## src/design/ifd_pkg.sv

```systemverilog
// Package for the instruction format decoder and table read unit.
// Assumes a single 50 MHz clock and synchronous active-low reset.
package ifd_pkg;
    // ------------------------------------------------------------
    // Sizes
    // ------------------------------------------------------------
    localparam int INSTR_W   = 16;
    localparam int TPTR_W    = 21;
    localparam int OSC_PER_CYC = 4;
    localparam logic [1:0] QPH_LAST = 2'h3;
    localparam int BASE_INSTR_CNT = 75;
    localparam int EXT_INSTR_CNT  = 8;
    // ------------------------------------------------------------
    // Encodings
    // ------------------------------------------------------------
    localparam logic [3:0]  SECOND_WORD_TAG = 4'hF;
    localparam logic [13:0] TREAD_TOP       = 14'h0002;
    localparam logic [1:0]  TM_NONE = 2'h0;
    localparam logic [1:0]  TM_POSTINC = 2'h1;
    localparam logic [1:0]  TM_POSTDEC = 2'h2;
    localparam logic [1:0]  TM_PREINC  = 2'h3;
    localparam logic [TPTR_W-1:0] TPTR_ONE = 21'h000001;
    localparam logic [TPTR_W-1:0] TPTR_RST = 21'h000000;
    localparam logic [7:0]  LATCH_RST = 8'h00;
    localparam logic [INSTR_W-1:0] NOP_WORD = 16'h0000;
    // ------------------------------------------------------------
    // Types
    // ------------------------------------------------------------
    typedef enum logic [3:0] {
        IFD_CAT_BYTE = 4'b0001,
        IFD_CAT_BIT  = 4'b0010,
        IFD_CAT_LIT  = 4'b0100,
        IFD_CAT_CTRL = 4'b1000
    } ifd_cat_t;
    typedef enum logic [2:0] {
        IFD_ST_FIRST  = 3'b001,
        IFD_ST_SECOND = 3'b010,
        IFD_ST_FLUSH  = 3'b100
    } ifd_state_t;
endpackage : ifd_pkg

```

## src/design/ifd_dec_if.sv

```systemverilog
// Interface carrying decoded fields between core and decoder.
// Assumes both ends in the same clock domain.
`timescale 1ns/1ns
interface ifd_dec_if;
    import ifd_pkg::*;
    logic [15:0] word;
    ifd_cat_t    cat;
    logic [5:0]  opcode;
    logic [11:0] file_adr;
    logic        dest_file;
    logic        access_bit;
    logic [2:0]  bit_num;
    logic [11:0] literal;
    logic [1:0]  ptr_sel;
    logic [10:0] prog_adr;
    logic        fast_ret;
    logic [1:0]  tbl_mode;
    logic        is_two_word;
    logic        is_tbl_read;
    logic        is_branch;
    logic        is_cond;
    logic        is_extended;
    modport dec  (input word, output cat, opcode, file_adr, dest_file,
                  access_bit, bit_num, literal, ptr_sel, prog_adr,
                  fast_ret, tbl_mode, is_two_word, is_tbl_read, is_branch,
                  is_cond, is_extended);
    modport core (output word, input cat, opcode, file_adr, dest_file,
                  access_bit, bit_num, literal, ptr_sel, prog_adr,
                  fast_ret, tbl_mode, is_two_word, is_tbl_read, is_branch,
                  is_cond, is_extended);
endinterface : ifd_dec_if

```

## src/design/ifd_core.sv

```systemverilog
// Instruction sequencer with table read unit.
// Assumes program memory answers word reads combinationally.
// Functional notes
// RULE1 - Instructions are one 16-bit word, four take two words; code also treats 0xEB words as two-word, five in all.
// RULE2 - Single words split into opcode and operand fields.
// RULE3 - Instructions fall into byte, bit, literal and control groups.
// RULE4 - Destination zero writes working register, one writes file.
// RULE5 - Bit instructions carry file, bit number and access fields.
// RULE6 - Literal instructions decode literal and target pointer select.
// RULE7 - Control instructions decode address, return mode, table mode.
// RULE8 - Second word of double-word instructions starts with four ones.
// RULE9 - A lone second word executes as a no-operation.
// RULE10 - One cycle normally; two when branch taken, extra is nop.
// RULE11 - Double-word instructions take two instruction cycles.
// RULE12 - Four oscillator periods per cycle; taken two-word branch three. No two-word branch here is conditional, so all take two.
// RULE13 - Base set of 75 plus 8 extended instructions.
// RULE14 - Table read copies addressed program byte into table latch.
// RULE15 - Table pointer is 21 bits and addresses bytes.
// RULE16 - Pointer bit 0 picks low (0) or high (1) byte.
// RULE17 - Mode 0 none, 1 post-inc, 2 post-dec, 3 pre-inc.
// RULE18 - Table read takes two cycles; latch written at end.
// RULE19 - Pointer updates wrap modulo 21 bits.
`timescale 1ns/1ns
module ifd_core (
    input  wire logic                 sys_clk_in,
    input  wire logic                 nrst_in,
    input  wire logic [15:0]          instr_in,
    input  wire logic                 cond_true_in,
    input  wire logic [15:0]          tbl_data_in,
    output logic [ifd_pkg::TPTR_W-2:0] tbl_word_adr_out,
    output logic                      tbl_rd_out,
    output logic                      fetch_out,
    output logic [1:0]                qphase_out,
    output logic [7:0]                table_latch_out,
    output logic [ifd_pkg::TPTR_W-1:0] table_pointer_out,
    output logic [3:0]                cat_out,
    output logic [5:0]                opcode_out,
    output logic [11:0]               file_adr_out,
    output logic                      wr_working_register_out,
    output logic                      wr_file_out,
    output logic                      access_out,
    output logic [2:0]                bit_num_out,
    output logic [11:0]               literal_out,
    output logic [1:0]                indirect_pointer_reg_sel_out,
    output logic [10:0]               prog_adr_out,
    output logic                      fast_ret_out,
    output logic [1:0]                tbl_mode_out,
    output logic                      extended_out,
    output logic                      exec_nop_out,
    output logic                      instr_done_out
);
    import ifd_pkg::*;
    // ------------------------------------------------------------
    // Decoder
    // ------------------------------------------------------------
    ifd_dec_if dif ();
    ifd_decoder u_dec (
        .d (dif.dec)
    ); // RULE2 RULE3
    // ------------------------------------------------------------
    // State
    // ------------------------------------------------------------
    ifd_state_t               state_ff, nxt_state;
    logic [1:0]               qph_ff, nxt_qph;
    logic [1:0]               extra_ff, nxt_extra;
    logic                     rd_pend_ff, nxt_rd_pend;
    logic [TPTR_W-1:0]        tptr_ff, nxt_tptr;
    logic [TPTR_W-1:0]        rd_adr_ff, nxt_rd_adr;
    logic [7:0]               latch_ff, nxt_latch;
    logic [15:0]              word_ff, nxt_word;
    logic                     nop_ff, nxt_nop;
    logic                     done_ff, nxt_done;
    logic                     cyc_end;
    logic                     lone_second;

    assign cyc_end     = (qph_ff == QPH_LAST); // RULE12
    assign lone_second = (instr_in[15:12] == SECOND_WORD_TAG); // RULE8
    assign dif.word    = lone_second ? NOP_WORD : instr_in; // RULE9

    // ------------------------------------------------------------
    // Next state
    // ------------------------------------------------------------
    always_comb begin
        nxt_state   = state_ff;
        nxt_qph     = qph_ff + 2'h1;
        nxt_extra   = extra_ff;
        nxt_rd_pend = rd_pend_ff;
        nxt_tptr    = tptr_ff;
        nxt_rd_adr  = rd_adr_ff;
        nxt_latch   = latch_ff;
        nxt_word    = word_ff;
        nxt_nop     = nop_ff;
        nxt_done    = 1'b0;
        if (cyc_end) begin
            case (state_ff)
                IFD_ST_FIRST: begin
                    nxt_word = dif.word;
                    nxt_nop  = lone_second; // RULE9
                    nxt_extra = 2'h0;
                    if (dif.is_two_word) begin
                        nxt_state = IFD_ST_SECOND; // RULE1 RULE11
                        nxt_extra = (dif.is_branch && dif.is_cond
                                     && cond_true_in) ? 2'h1 : 2'h0;
                    end else if (dif.is_tbl_read) begin
                        nxt_state   = IFD_ST_FLUSH; // RULE18
                        nxt_extra   = 2'h1;
                        nxt_rd_pend = 1'b1;
                        case (dif.tbl_mode) // RULE17 RULE19
                            TM_NONE: nxt_rd_adr = tptr_ff;
                            TM_POSTINC: begin
                                nxt_rd_adr = tptr_ff;
                                nxt_tptr   = tptr_ff + TPTR_ONE;
                            end
                            TM_POSTDEC: begin
                                nxt_rd_adr = tptr_ff;
                                nxt_tptr   = tptr_ff - TPTR_ONE;
                            end
                            TM_PREINC: begin
                                nxt_rd_adr = tptr_ff + TPTR_ONE;
                                nxt_tptr   = tptr_ff + TPTR_ONE;
                            end
                            default: nxt_rd_adr = tptr_ff;
                        endcase
                    end else if (dif.is_branch
                                 && (!dif.is_cond || cond_true_in)) begin
                        nxt_state = IFD_ST_FLUSH; // RULE10
                        nxt_extra = 2'h1;
                    end else begin
                        nxt_done = 1'b1; // RULE10
                    end
                end
                IFD_ST_SECOND: begin
                    if (extra_ff != 2'h0) begin
                        nxt_state = IFD_ST_FLUSH; // RULE12
                    end else begin
                        nxt_state = IFD_ST_FIRST;
                        nxt_done  = 1'b1;
                    end
                end
                IFD_ST_FLUSH: begin
                    if (rd_pend_ff) begin // RULE14 RULE16
                        nxt_latch = rd_adr_ff[0] ? tbl_data_in[15:8]
                                                 : tbl_data_in[7:0];
                        nxt_rd_pend = 1'b0;
                    end
                    nxt_state = IFD_ST_FIRST;
                    nxt_done  = 1'b1;
                end
                default: nxt_state = IFD_ST_FIRST;
            endcase
        end
    end

    always_ff @(posedge sys_clk_in) begin
        if (!nrst_in) begin
            state_ff   <= IFD_ST_FIRST;
            qph_ff     <= 2'h0;
            extra_ff   <= 2'h0;
            rd_pend_ff <= 1'b0;
            tptr_ff    <= TPTR_RST;
            rd_adr_ff  <= TPTR_RST;
            latch_ff   <= LATCH_RST;
            word_ff    <= NOP_WORD;
            nop_ff     <= 1'b0;
            done_ff    <= 1'b0;
        end else begin
            state_ff   <= nxt_state;
            qph_ff     <= nxt_qph;
            extra_ff   <= nxt_extra;
            rd_pend_ff <= nxt_rd_pend;
            tptr_ff    <= nxt_tptr;
            rd_adr_ff  <= nxt_rd_adr;
            latch_ff   <= nxt_latch;
            word_ff    <= nxt_word;
            nop_ff     <= nxt_nop;
            done_ff    <= nxt_done;
        end
    end

    // ------------------------------------------------------------
    // Outputs
    // ------------------------------------------------------------
    assign tbl_word_adr_out  = rd_adr_ff[TPTR_W-1:1]; // RULE15
    assign tbl_rd_out        = rd_pend_ff && (state_ff == IFD_ST_FLUSH);
    assign fetch_out         = (state_ff == IFD_ST_FIRST) && cyc_end;
    assign qphase_out        = qph_ff;
    assign table_latch_out   = latch_ff;
    assign table_pointer_out = tptr_ff;
    assign cat_out           = dif.cat; // RULE3
    assign opcode_out        = dif.opcode;
    assign file_adr_out      = dif.file_adr; // RULE5
    assign wr_working_register_out = (dif.cat == IFD_CAT_BYTE)
                                     && !dif.dest_file; // RULE4
    assign wr_file_out       = (dif.cat == IFD_CAT_BYTE)
                               && dif.dest_file; // RULE4
    assign access_out        = dif.access_bit; // RULE5
    assign bit_num_out       = dif.bit_num; // RULE5
    assign literal_out       = dif.literal; // RULE6
    assign indirect_pointer_reg_sel_out = dif.ptr_sel; // RULE6
    assign prog_adr_out      = dif.prog_adr; // RULE7
    assign fast_ret_out      = dif.fast_ret; // RULE7
    assign tbl_mode_out      = dif.tbl_mode; // RULE7
    assign extended_out      = dif.is_extended; // RULE13
    assign exec_nop_out      = nop_ff || (state_ff == IFD_ST_FLUSH);
    assign instr_done_out    = done_ff;
endmodule : ifd_core

```

## src/design/ifd_decoder.sv

```systemverilog
// Combinational field splitter for one 16-bit instruction word.
// Assumes the core presents the first word of each instruction.
`timescale 1ns/1ns
module ifd_decoder (
    ifd_dec_if.dec d
);
    import ifd_pkg::*;
    logic [15:0] w;
    assign w = d.word;
    // ------------------------------------------------------------
    // Category and fields
    // ------------------------------------------------------------
    always_comb begin
        d.opcode      = w[15:10];
        d.file_adr    = {4'h0, w[7:0]};
        d.dest_file   = w[9];
        d.access_bit  = w[8];
        d.bit_num     = w[11:9];
        d.literal     = {4'h0, w[7:0]};
        d.ptr_sel     = w[5:4];
        d.prog_adr    = w[10:0];
        d.fast_ret    = w[0];
        d.tbl_mode    = w[1:0];
        d.is_two_word = 1'b0;
        d.is_tbl_read = 1'b0;
        d.is_branch   = 1'b0;
        d.is_cond     = 1'b0;
        d.is_extended = 1'b0;
        d.cat         = IFD_CAT_BYTE;
        if (w[15:12] >= 4'h7 && w[15:12] <= 4'hB) begin
            d.cat       = IFD_CAT_BIT;
            d.is_cond   = (w[15:12] == 4'hA) || (w[15:12] == 4'hB);
        end else if (w[15:8] == 8'h00) begin
            d.cat       = IFD_CAT_CTRL;
            d.is_tbl_read = (w[7:2] == TREAD_TOP[5:0]);
            d.is_branch = (w[7:1] == 7'h09) || (w[7:1] == 7'h08)
                          || (w[7:0] == 8'h14);
        end else if (w[15:12] == 4'hE || w[15:12] == 4'hD) begin
            d.cat       = IFD_CAT_CTRL;
            d.is_branch = 1'b1;
            d.is_cond   = (w[15:11] == 5'h1C);
            d.is_two_word = (w[15:9] == 7'h76) || (w[15:8] == 8'hEF);
            if (w[15:10] == 6'h3A) begin
                d.cat         = IFD_CAT_LIT;
                d.is_branch   = 1'b0;
                d.is_extended = 1'b1;
                d.ptr_sel     = w[7:6];
                d.literal     = {6'h00, w[5:0]};
                d.is_two_word = (w[9:8] == 2'h3);
            end
            if (w[15:6] == 10'h3B8) begin
                d.cat         = IFD_CAT_LIT;
                d.is_branch   = 1'b0;
                d.is_two_word = 1'b1;
                d.ptr_sel     = w[5:4];
                d.literal     = {8'h00, w[3:0]};
            end
        end else if (w[15:12] == 4'hC) begin
            d.is_two_word = 1'b1;
            d.file_adr    = w[11:0];
        end else if (w[15:12] == 4'h0 || w[15:11] == 5'h1F) begin
            d.cat = IFD_CAT_LIT;
        end
    end
endmodule : ifd_decoder

```

## config.mk

```make
export PLATFORM = sky130hd
export DESIGN_NAME = ifd_core
export DESIGN_NICKNAME = d
export VERILOG_FILES = /design/src/design/ifd_pkg.sv /design/src/design/ifd_dec_if.sv /design/src/design/ifd_core.sv /design/src/design/ifd_decoder.sv
export SDC_FILE = /design/constraint.sdc
export NUM_CORES = 1
export LEC_CHECK = 0
export BUFFER_PORTS_ARGS = -buffer_cell sky130_fd_sc_hd__clkbuf_2
export CAP_MARGIN = 20
export CORE_MARGIN = 1
export CORE_UTILIZATION = 49
export CTS_CLUSTER_DIAMETER = 200
export DETAILED_ROUTE_END_ITERATION = 10
export PLACE_DENSITY = 0.78
export SYNTH_ARGS = -nofsm -noshare
export SYNTH_HDL_FRONTEND = slang
export SYNTH_HIERARCHICAL = 1
export SYNTH_SLANG_ARGS = --single-unit
```

## constraint.sdc

```tcl
create_clock -name sys_clk_in -period 10.05 [get_ports sys_clk_in]
set_input_delay 1.5075 -clock sys_clk_in [delete_from_list [all_inputs] [get_ports sys_clk_in]]
set_output_delay 1.5075 -clock sys_clk_in [all_outputs]
set_load 0.05 [all_outputs]
```

==> results of run 1 <==
-- layout by cell type, fill, tap and decap left out, drive strengths merged, types with 3 or more instances in the layout --
cell,synthesis,routed
or3,3,3
nor3,18,18
nor2b,8,8
and4,5,5
nand3,18,18
a21oi,29,29
nand2b,15,15
clkbuf,30,154
buf,70,3
nand4,14,14
bufinv,0,4
inv,8,8
or2,3,3
mux2i,16,16
nor4,13,13
o21ai,24,24
and3,6,6
nor2,47,47
o22ai,4,4
a211oi,21,21
conb,1,4
dfxtp,59,59
a31oi,3,3
xor2,9,9
nand2,27,27
nor4b,5,5
o21a,4,4
ha,3,3
nand3b,3,3
nor3b,5,5
and2,28,28
xnor2,19,19
-- critical path: stages --
cell      delay [ns]
clkbuf_2        0.09
nand4_1         0.44
and2_1          0.44
nor4b_1         0.40
o221ai_1        0.22
nor2b_1         0.20
or2b_1          0.28
nor4b_1         0.30
clkbuf_2        0.33
-- layout make-up --
type                       count  area share (%)
clock buffer                  12           3.230
timing repair buffer         145           15.26
inverter                       9          0.7033
tap                          105           2.735
multi-input combinational    379           50.98
clock inverter                 4           2.501
sequential                    59           24.59
-- registers in the layout, summed over array words and instances (netlist names) --
register / count
extra_ff: 1
instr_done_out: 1
nop_ff: 1
qphase_out: 2
rd_adr_ff: 21
rd_pend_ff: 1
state_ff: 3
table_latch_out: 8
table_pointer_out: 21
-- routing by layer --
| metal | routed length, um | vias to the layer above |
|---|---|---|
| met5 | 0 | - |
| met4 | 233 | 0 |
| met3 | 835 | 27 |
| met2 | 5130 | 217 |
| met1 | 4584 | 1840 |
| li1 | - | 1981 |
-- cell families after synthesis --
logic type	count (synthesis)	share of synthesized area [%]
other cells	1	0.08774
mux	18	4.274
simple gates	227	31.29
compound gates	99	14.75
xor+xnor	28	5.738
buf+inv	109	15.34
flops	59	27.63
fa+ha+maj	3	0.8783
-- path summary, 6_finish.rpt --
kind / slack, ns / end / depth (start not counted) / startpoint
worst max-delay path: 4.34 / wr_file_out / 9 / instr_in[14]
worst min register to register: 0.45 / qphase_out[0]$_SDFF_PN0_ / 1 / qphase_out[0]$_SDFF_PN0_
worst max register to register: 7.07 / table_pointer_out[18]$_SDFFE_PN0P_ / 8 / qphase_out[0]$_SDFF_PN0_
worst min-delay path: 0.45 / qphase_out[0]$_SDFF_PN0_ / 1 / qphase_out[0]$_SDFF_PN0_
-- power groups by stage --
stage | clock network, mW | logic (mW) | registers, mW
after floorplan | 0 | 0.100 | 0.244
after global placement | 0 | 0.115 | 0.241
after detailed placement | 0 | 0.116 | 0.241
after CTS | 0.301 | 0.117 | 0.236
after global routing | 0.311 | 0.123 | 0.236
final | 0.298 | 0.117 | 0.236
==> run_results.csv, run 1 <==
group,metric,value,unit
status,status,"completed",
global_routing,grt_usage,23.99,%
synth,synth_edf_count,0,
cells_and_area,diodes,0,
synth,syn_area,4274,um^2
cells_and_area,final_nets,641,
power,net-switching-power,0.1841,mW
power,ir_drop,64.29,uV
cells_and_area,final.fill_count,793,
global_routing,use_met2,39.82,%
clock_network,max-clock-path-buffers,2,
critical_path,critPathArrivalTime,4.20,ns
power,fin_total_pwr,0.6508,mW
synth,ys_top_cells_by_count,"buf_4 (62), dfxtp_1 (59), nor2_1 (47), clkbuf_1 (29)",
detailed_routing,postRouteAntennaNets,0,
synth,synth_flop_cell,"dfxtp_1",
floorplanning,design.core.area,8341,um^2
timing,setup_viol_count_final,0,
placement,place_area,4528,um^2
critical_path,cp_max_fo,17,
placement,dp_cells,697,
critical_path,crit_type,"input pin to primary output",
clock_network,root_buffer,"clkbuf_8",
global_routing,grt_pass1_wl,17150,um
global_routing,grt_start_max_net_pins,31,
synth,synth_seq_area_share,27.63,%
power,cell_internal_pwr,0.4667,mW
floorplanning,die-area,9100,um^2
detailed_routing,route.detailed.drc,0,
timing,worst_slack,4.338,ns
synth,synthTopCellsByArea,"dfxtp_1 (28%), buf_4 (11%), nor2_1 (4.1%), and2_1 (4.1%), xnor2_1 (3.9%)",
timing,fin_skew,0.01142,ns
synth,synth-warning-count,6,
clock_network,worstSkewPairLatency,0.35,ns
synth,yosysTopAreaCellShare,27.63,%
synth,synth_cell_type_count,63,
synth,ys_async_sr_fraction,0,%
global_routing,grt.busiest_layer,"met2",
timing,slew_headroom,44.97,%
cells_and_area,multi_input_area,2449,um^2
floorplanning,io_pins,147,
timing,rsz0062_at_grt,"false",
global_routing,grt.overflow.total,0,
clock_network,clock_sinks,59,
global_routing,antenna_found_initial,0,
placement,port_buffers,142,
floorplanning,rows,33,
clock_network,cts_setup_buffers,0,
detailed_routing,viasPerCell,5.701,
power,pwr-share-clk,45.8,%
floorplanning,dieHeight,95.40,um
run,max_cap_violations,0,
timing,worst_pin_slew,0.8236,ns
power,p_per_area,135.5,nW/um^2
cells_and_area,area_growth,12.38,%
cells_and_area,instances_no_fill,713,
timing,max_freq,175.1,MHz
critical_path,worstSetupStartpointType,"input pin",
detailed_routing,drt_wl_total,10780,um
detailed_routing,drtIter0Drc,221,
timing,setup_tns,0,ns
clock_network,clkTransAtPathRegs,0.06,ns
clock_network,cts_tree,"done",
synth,synth_area_per_cell,7.857,um^2
detailed_routing,post_drt_wl_per_cell,15.12,um
synth,syn_inst,544,
detailed_routing,first_pass_iters,5,
clock_network,cts_buffers,9,
floorplanning,fp.dieW,95.40,um
placement,dpl.hpwl,7890,um
power,pwr-share-seq,36.3,%
power,pwr-share-comb,17.9,%
synth,synth_seq_cells,59,
timing,timing.hold.ws,0.4475,ns
timing,finalCriticalPeriod,5.712,ns
power,p_leak,1.959,nW
synth,synth_top_area_cell,"dfxtp_1",
critical_path,cp.required,8.54,ns
power,swShare,28.29,%
floorplanning,initial_utilization,51.25,%
detailed_routing,route.vias.total,4065,
cells_and_area,drive_above_1_share,29.28,%
min_path,hold_class,"flip-flop to flip-flop",
global_routing,use_met3,4.306,%
placement,place_congestion,0.9558,
synth,yosysMostFrequentCell,"buf_4",
placement,post-place-ws,4.192,ns
global_routing,first_global_vias,3587,
cells_and_area,seq_area,1181,um^2
clock_network,cts_max_level,3,
cells_and_area,final_util,57.59,%
timing,hold_viol,0,
clock_network,holdBufCountCts,0,
clock_network,cts_resized,0,
critical_path,critPathCaptureType,"primary output",
timing,finalCritPeriodShare,56.84,%
timing,drv_slew,0,
global_routing,grt_use_met1,29.87,%
cells_and_area,finalInstanceArea,4803,um^2
Power figures use the tool's default switching activity.
==> run 2, diff against run 1 <==
--- a/config.mk
+++ b/config.mk
@@ -8,10 +8,10 @@
 export BUFFER_PORTS_ARGS = -buffer_cell sky130_fd_sc_hd__clkbuf_2
 export CAP_MARGIN = 20
 export CORE_MARGIN = 1
-export CORE_UTILIZATION = 49
+export CORE_UTILIZATION = 46
 export CTS_CLUSTER_DIAMETER = 200
 export DETAILED_ROUTE_END_ITERATION = 10
-export PLACE_DENSITY = 0.78
+export PLACE_DENSITY = 0.77
 export SYNTH_ARGS = -nofsm -noshare
 export SYNTH_HDL_FRONTEND = slang
 export SYNTH_HIERARCHICAL = 1
==> constraint.sdc (replaced) <==
create_clock -name sys_clk_in -period 5 [get_ports sys_clk_in]
set_input_delay 0.75 -clock sys_clk_in [delete_from_list [all_inputs] [get_ports sys_clk_in]]
set_output_delay 0.75 -clock sys_clk_in [all_outputs]
set_load 0.05 [all_outputs]
==> run_results.csv, run 2 (same netlist as run 1, synthesis figures left out) <==
group,metric,value,unit
status,violations,"design-rule violations",
critical_path,r2r_slack,2.54,ns
detailed_routing,first_pass_iters,8,
global_routing,grt_pass1_wl,18510,um
cells_and_area,final_cell_mix,"clkbuf_2 (142), dfxtp_1 (59), nor2_1 (47), and2_1 (28), a21oi_1 (28)",
power,p_per_area,241.6,nW/um^2
status,status,"complete, but fails checks",
clock_network,root_buffer,"clkbuf_8",
timing,max_freq,231.9,MHz
global_routing,first_global_vias,3770,
clock_network,cts_max_level,3,
detailed_routing,viasPerCell,5.628,
critical_path,r2r_cells,8,
critical_path,r2r_start,"qphase_out[0]$_SDFF_PN0_",
timing,hold_viol,0,
critical_path,r2r_end,"table_pointer_out[18]$_SDFFE_PN0P_",
timing,setup_tns,0,ns
clock_network,cts_resized,0,
global_routing,grt_start_max_net_pins,31,
critical_path,critPathCaptureType,"primary output",
cells_and_area,seq_area,1181,um^2
clock_network,cts_setup_buffers,0,
clock_network,cts_tree,"done",
cells_and_area,final.fill_count,877,
critical_path,crit_type,"input pin to primary output",
detailed_routing,route.detailed.drc,8,
timing,slew_headroom,46.65,%
min_path,hold_class,"flip-flop to flip-flop",
cells_and_area,final_common_cell,"clkbuf_2",
timing,setup_viol_count_final,0,
clock_network,cts_buffers,9,
cells_and_area,final_nets,643,
cells_and_area,multi_input_area,2461,um^2
critical_path,cp_max_fo,17,
clock_network,holdBufCountCts,0,
detailed_routing,postRouteAntennaNets,0,
power,ir_drop,104.1,uV
timing,fin_skew,0.01013,ns
floorplanning,fp.dieW,98.39,um
floorplanning,die-area,9681,um^2
cells_and_area,area_growth,11.21,%
global_routing,grt_usage,23.51,%
run,max_cap_violations,0,
placement,place_congestion,0.9069,
floorplanning,initial_utilization,48.30,%
timing,finalCriticalPeriod,4.312,ns
critical_path,critical_path.startpoint,"instr_in[14]",
min_path,min_to,"qphase_out[0]$_SDFF_PN0_",
clock_network,clkTransAtPathRegs,0.07,ns
power,p_leak,1.935,nW
critical_path,worstSetupStartpointType,"input pin",
critical_path,critPathArrivalTime,3.56,ns
timing,finalCritPeriodShare,86.25,%
timing,drv_slew,0,
cells_and_area,drive_above_1_share,29.56,%
floorplanning,dieHeight,98.39,um
critical_path,cp.required,4.25,ns
cells_and_area,final_util,53.72,%
cells_and_area,diodes,0,
min_path,min-delay-start,"qphase_out[0]$_SDFF_PN0_",
placement,dpl.hpwl,8143,um
detailed_routing,drt_wl_total,10880,um
timing,rsz0062_at_grt,"false",
placement,port_buffers,142,
floorplanning,rows,34,
detailed_routing,route.vias.total,4035,
clock_network,clock_sinks,59,
floorplanning,design.core.area,8848,um^2
clock_network,max-clock-path-buffers,2,
detailed_routing,drtIter0Drc,216,
detailed_routing,post_drt_wl_per_cell,15.17,um
timing,worst_pin_slew,0.8002,ns
min_path,hold_depth,1,
floorplanning,io_pins,147,
clock_network,worstSkewPairLatency,0.35,ns
global_routing,antenna_found_initial,0,
global_routing,grt.overflow.total,0,
[run 2: cell count changes in the layout (fill, tap and decap cells not counted), sizes merged]
| cell | before | now |
|---|---|---|
| bufinv | 4 | 1 |
| buf | 3 | 5 |
| clkbuf | 154 | 155 |
| clkinv | 1 | 2 |
[run 2: worst max-delay path by stage]
stage and endpoint:
2_1_floorplan wr_file_out, 3_3_place_gp table_pointer_out[13]$_SDFFE_PN0P_, 6_report wr_file_out, 3_5_place_dp table_pointer_out[18]$_SDFFE_PN0P_, 5_1_grt table_pointer_out[11]$_SDFFE_PN0P_, 4_1_cts wr_working_register_out
[run 2: stage by stage]
| step | power [mW] | area (um^2) | setup slack (ns) | std cells | hold WS, ns |
|---|---|---|---|---|---|
| after floorplan | 0.6928 | 4298 | 0.1099 | 547 | 0.4477 |
| after global placement | 0.7189 | 4559 | 0.7805 | 702 | 0.4304 |
| after detailed placement | 0.7213 | 4559 | 0.5432 | 702 | 0.4405 |
| after CTS | 1.153 | 4753 | 0.7746 | 717 | 0.4563 |
| after global routing | 1.192 | 4753 | 0.5423 | 717 | 0.4771 |
| final | 1.148 | 4753 | 0.6875 | 717 | 0.4586 |
[run 2: power breakdown]
part / internal [mW] / total, mW / switching, mW
clock: 0.254 / 0.437 / 0.182
combinational: 0.0570 / 0.237 / 0.180
sequential: 0.473 / 0.475 / 0.00197
[run 2: worst max-delay path: stages]
cell	delay, ns
clkbuf_2	0.09
nand4_1	0.40
and2_1	0.45
nor4b_1	0.51
o221ai_1	0.25
nor2b_1	0.21
or2b_1	0.30
nor4b_2	0.28
clkbuf_2	0.31
[run 2: area by class of cell]
class,instances,area share (%)
clock inverter,2,0.7370
sequential,59,24.85
multi-input combinational,379,51.78
tap,108,2.843
clock buffer,13,3.343
timing repair buffer,147,15.74
inverter,9,0.7107
[run 2: per-layer routing]
| layer | global-route usage [%] | part of all wire, % | vias up |
|---|---|---|---|
| li1 | - | - | 1984 |
| met1 | 29.96 | 43 | 1829 |
| met3 | 5.082 | 8.1 | 31 |
| met2 | 38.46 | 46 | 191 |
| met5 | 0 | 0 | - |
| met4 | 9.874 | 2.2 | 0 |
==> run 3, diff against run 2 <==
--- a/config.mk
+++ b/config.mk
@@ -12,6 +12,7 @@
 export CTS_CLUSTER_DIAMETER = 200
 export DETAILED_ROUTE_END_ITERATION = 10
 export PLACE_DENSITY = 0.77
+export RECOVER_POWER = 50
 export SYNTH_ARGS = -nofsm -noshare
 export SYNTH_HDL_FRONTEND = slang
 export SYNTH_HIERARCHICAL = 1
==> run_results.csv, run 3 (same netlist as run 1, synthesis figures left out) <==
group,metric,value,unit
status,status,"complete, but fails checks",
status,violations,"design-rule violations",
critical_path,r2r_cells,8,
critical_path,cpMaxStageDelayCell,"and2_0",
min_path,hold_class,"flip-flop to flip-flop",
cells_and_area,final_cell_mix,"clkbuf_2 (77), clkbuf_1 (68), dfxtp_1 (59), nor2_1 (47), a21oi_1 (28)",
cells_and_area,multi_input_area,2461,um^2
timing,finalCriticalPeriod,4.300,ns
floorplanning,rows,34,
clock_network,cts_setup_buffers,0,
timing,setup_viol_count_final,0,
cells_and_area,final.fill_count,924,
critical_path,worst_path_most_repeated_cell,"clkbuf_2",
detailed_routing,route.vias.total,4056,
clock_network,root_buffer,"clkbuf_8",
global_routing,grt.overflow.total,0,
cells_and_area,finalInstanceArea,4668,um^2
floorplanning,die-area,9681,um^2
timing,fin_skew,0.009946,ns
power,p_leak,1.708,nW
global_routing,grt_pass1_wl,18510,um
critical_path,worstSetupStartpointType,"input pin",
floorplanning,design.core.area,8848,um^2
critical_path,cp.required,4.25,ns
placement,place_area,4559,um^2
timing,finalCritPeriodShare,86.01,%
global_routing,grt_start_max_net_pins,31,
power,p_per_area,245.4,nW/um^2
timing,drv_slew,0,
global_routing,first_global_vias,3770,
global_routing,grt_usage,23.51,%
critical_path,r2r_end,"table_pointer_out[18]$_SDFFE_PN0P_",
power,ir_drop,103.5,uV
detailed_routing,drtIter0Drc,236,
detailed_routing,post_drt_wl_per_cell,15.27,um
timing,setup_tns,0,ns
critical_path,critPathCaptureType,"primary output",
critical_path,crit_type,"input pin to primary output",
clock_network,cts_tree,"done",
placement,place_congestion,0.9069,
timing,rsz0062_at_grt,"false",
critical_path,critical_path.startpoint,"instr_in[14]",
critical_path,cpPeakStageDelay,0.49,ns
cells_and_area,diodes,0,
critical_path,crit_end,"wr_file_out",
placement,dpl.hpwl,8143,um
timing,worst_pin_slew,1.214,ns
global_routing,antenna_found_initial,0,
clock_network,cts_resized,0,
clock_network,holdBufCountCts,0,
detailed_routing,postRouteAntennaNets,0,
cells_and_area,final_common_cell,"clkbuf_2",
cells_and_area,area_growth,9.221,%
clock_network,clkTransAtPathRegs,0.07,ns
min_path,hold_depth,1,
detailed_routing,route.detailed.drc,8,
floorplanning,initial_utilization,48.30,%
timing,max_freq,232.5,MHz
detailed_routing,viasPerCell,5.657,
clock_network,cts_buffers,9,
clock_network,worstSkewPairLatency,0.35,ns
timing,slew_headroom,19.10,%
critical_path,r2r_slack,2.55,ns
critical_path,cp_max_fo,17,
clock_network,clock_sinks,59,
placement,port_buffers,142,
critical_path,critPathArrivalTime,3.55,ns
cells_and_area,final_nets,643,
critical_path,r2r_start,"qphase_out[0]$_SDFF_PN0_",
floorplanning,io_pins,147,
cells_and_area,drive_above_1_share,18.72,%
clock_network,max-clock-path-buffers,2,
clock_network,cts_max_level,3,
detailed_routing,first_pass_iters,8,
cells_and_area,seq_area,1181,um^2
run,max_cap_violations,0,
timing,hold_viol,0,
critical_path,crit_chain,"clkbuf_2 -> nand4_1 -> and2_0 -> nor4b_1 -> o221ai_1 -> nor2b_1 -> or2b_1 -> nor4b_2 -> clkbuf_2",
detailed_routing,drt_wl_total,10950,um
floorplanning,fp.dieW,98.39,um
floorplanning,dieHeight,98.39,um
==> run 3: cell type report <==
class,instances,area share (%)
Multi-Input combinational cell,379,52.72
Sequential cell,59,25.30
Timing Repair Buffer,147,14.21
Clock buffer,13,3.404
Tap cell,108,2.895
Clock inverter,2,0.7505
Inverter,9,0.7237
==> run 3: how the worst min path moves through the flow <==
stage                                   from                       end  slack, ns
detailed placement  qphase_out[0]$_SDFF_PN0_  qphase_out[0]$_SDFF_PN0_       0.44
CTS                 qphase_out[0]$_SDFF_PN0_  qphase_out[0]$_SDFF_PN0_       0.46
finish              qphase_out[0]$_SDFF_PN0_  qphase_out[0]$_SDFF_PN0_       0.46
global placement    qphase_out[0]$_SDFF_PN0_  qphase_out[0]$_SDFF_PN0_       0.43
floorplan                nop_ff$_SDFFE_PN0P_       nop_ff$_SDFFE_PN0P_       0.45
global route        qphase_out[0]$_SDFF_PN0_  qphase_out[0]$_SDFF_PN0_       0.48
==> run 3: where the power goes <==
part / internal, mW / leakage [nW] / switching (mW)
Clock: 0.254 / 0.0995 / 0.183
Sequential: 0.473 / 0.476 / 0.00199
Combinational: 0.0546 / 1.13 / 0.180
==> run 3: layer usage <==
| metal | vias to the layer above | routed length [um] | part of all wire, % | GRT usage [%] |
|---|---|---|---|---|
| li1 | 1980 | - | - | - |
| met1 | 1835 | 4779 | 44 | 29.96 |
| met2 | 215 | 5034 | 46 | 38.46 |
| met3 | 26 | 914 | 8.3 | 5.082 |
| met4 | 0 | 222 | 2.0 | 9.874 |
| met5 | - | 0 | 0 | 0 |
==> run 3: per-stage QoR <==
step                      power, mW  std cells  hold slack (ns)  worst slack, ns  util [%]
after floorplan              0.6928        547           0.4477           0.1099         -
after global placement       0.7189        702           0.4304           0.7805     51.53
after CTS                     1.153        717           0.4563           0.7746     53.72
after detailed placement     0.7213        702           0.4405           0.5432     51.53
after global routing          1.190        717           0.4765           0.4927     52.76
final                         1.146        717           0.4592           0.6996     52.76
==> run 3: worst max-delay path, delay by kind of cell <==
kind / cells / cell delay (ns)
AND/OR/NAND/NOR: 6 / 2.16
AO/OA/AOI/OAI: 1 / 0.24
buffers and inverters: 2 / 0.40
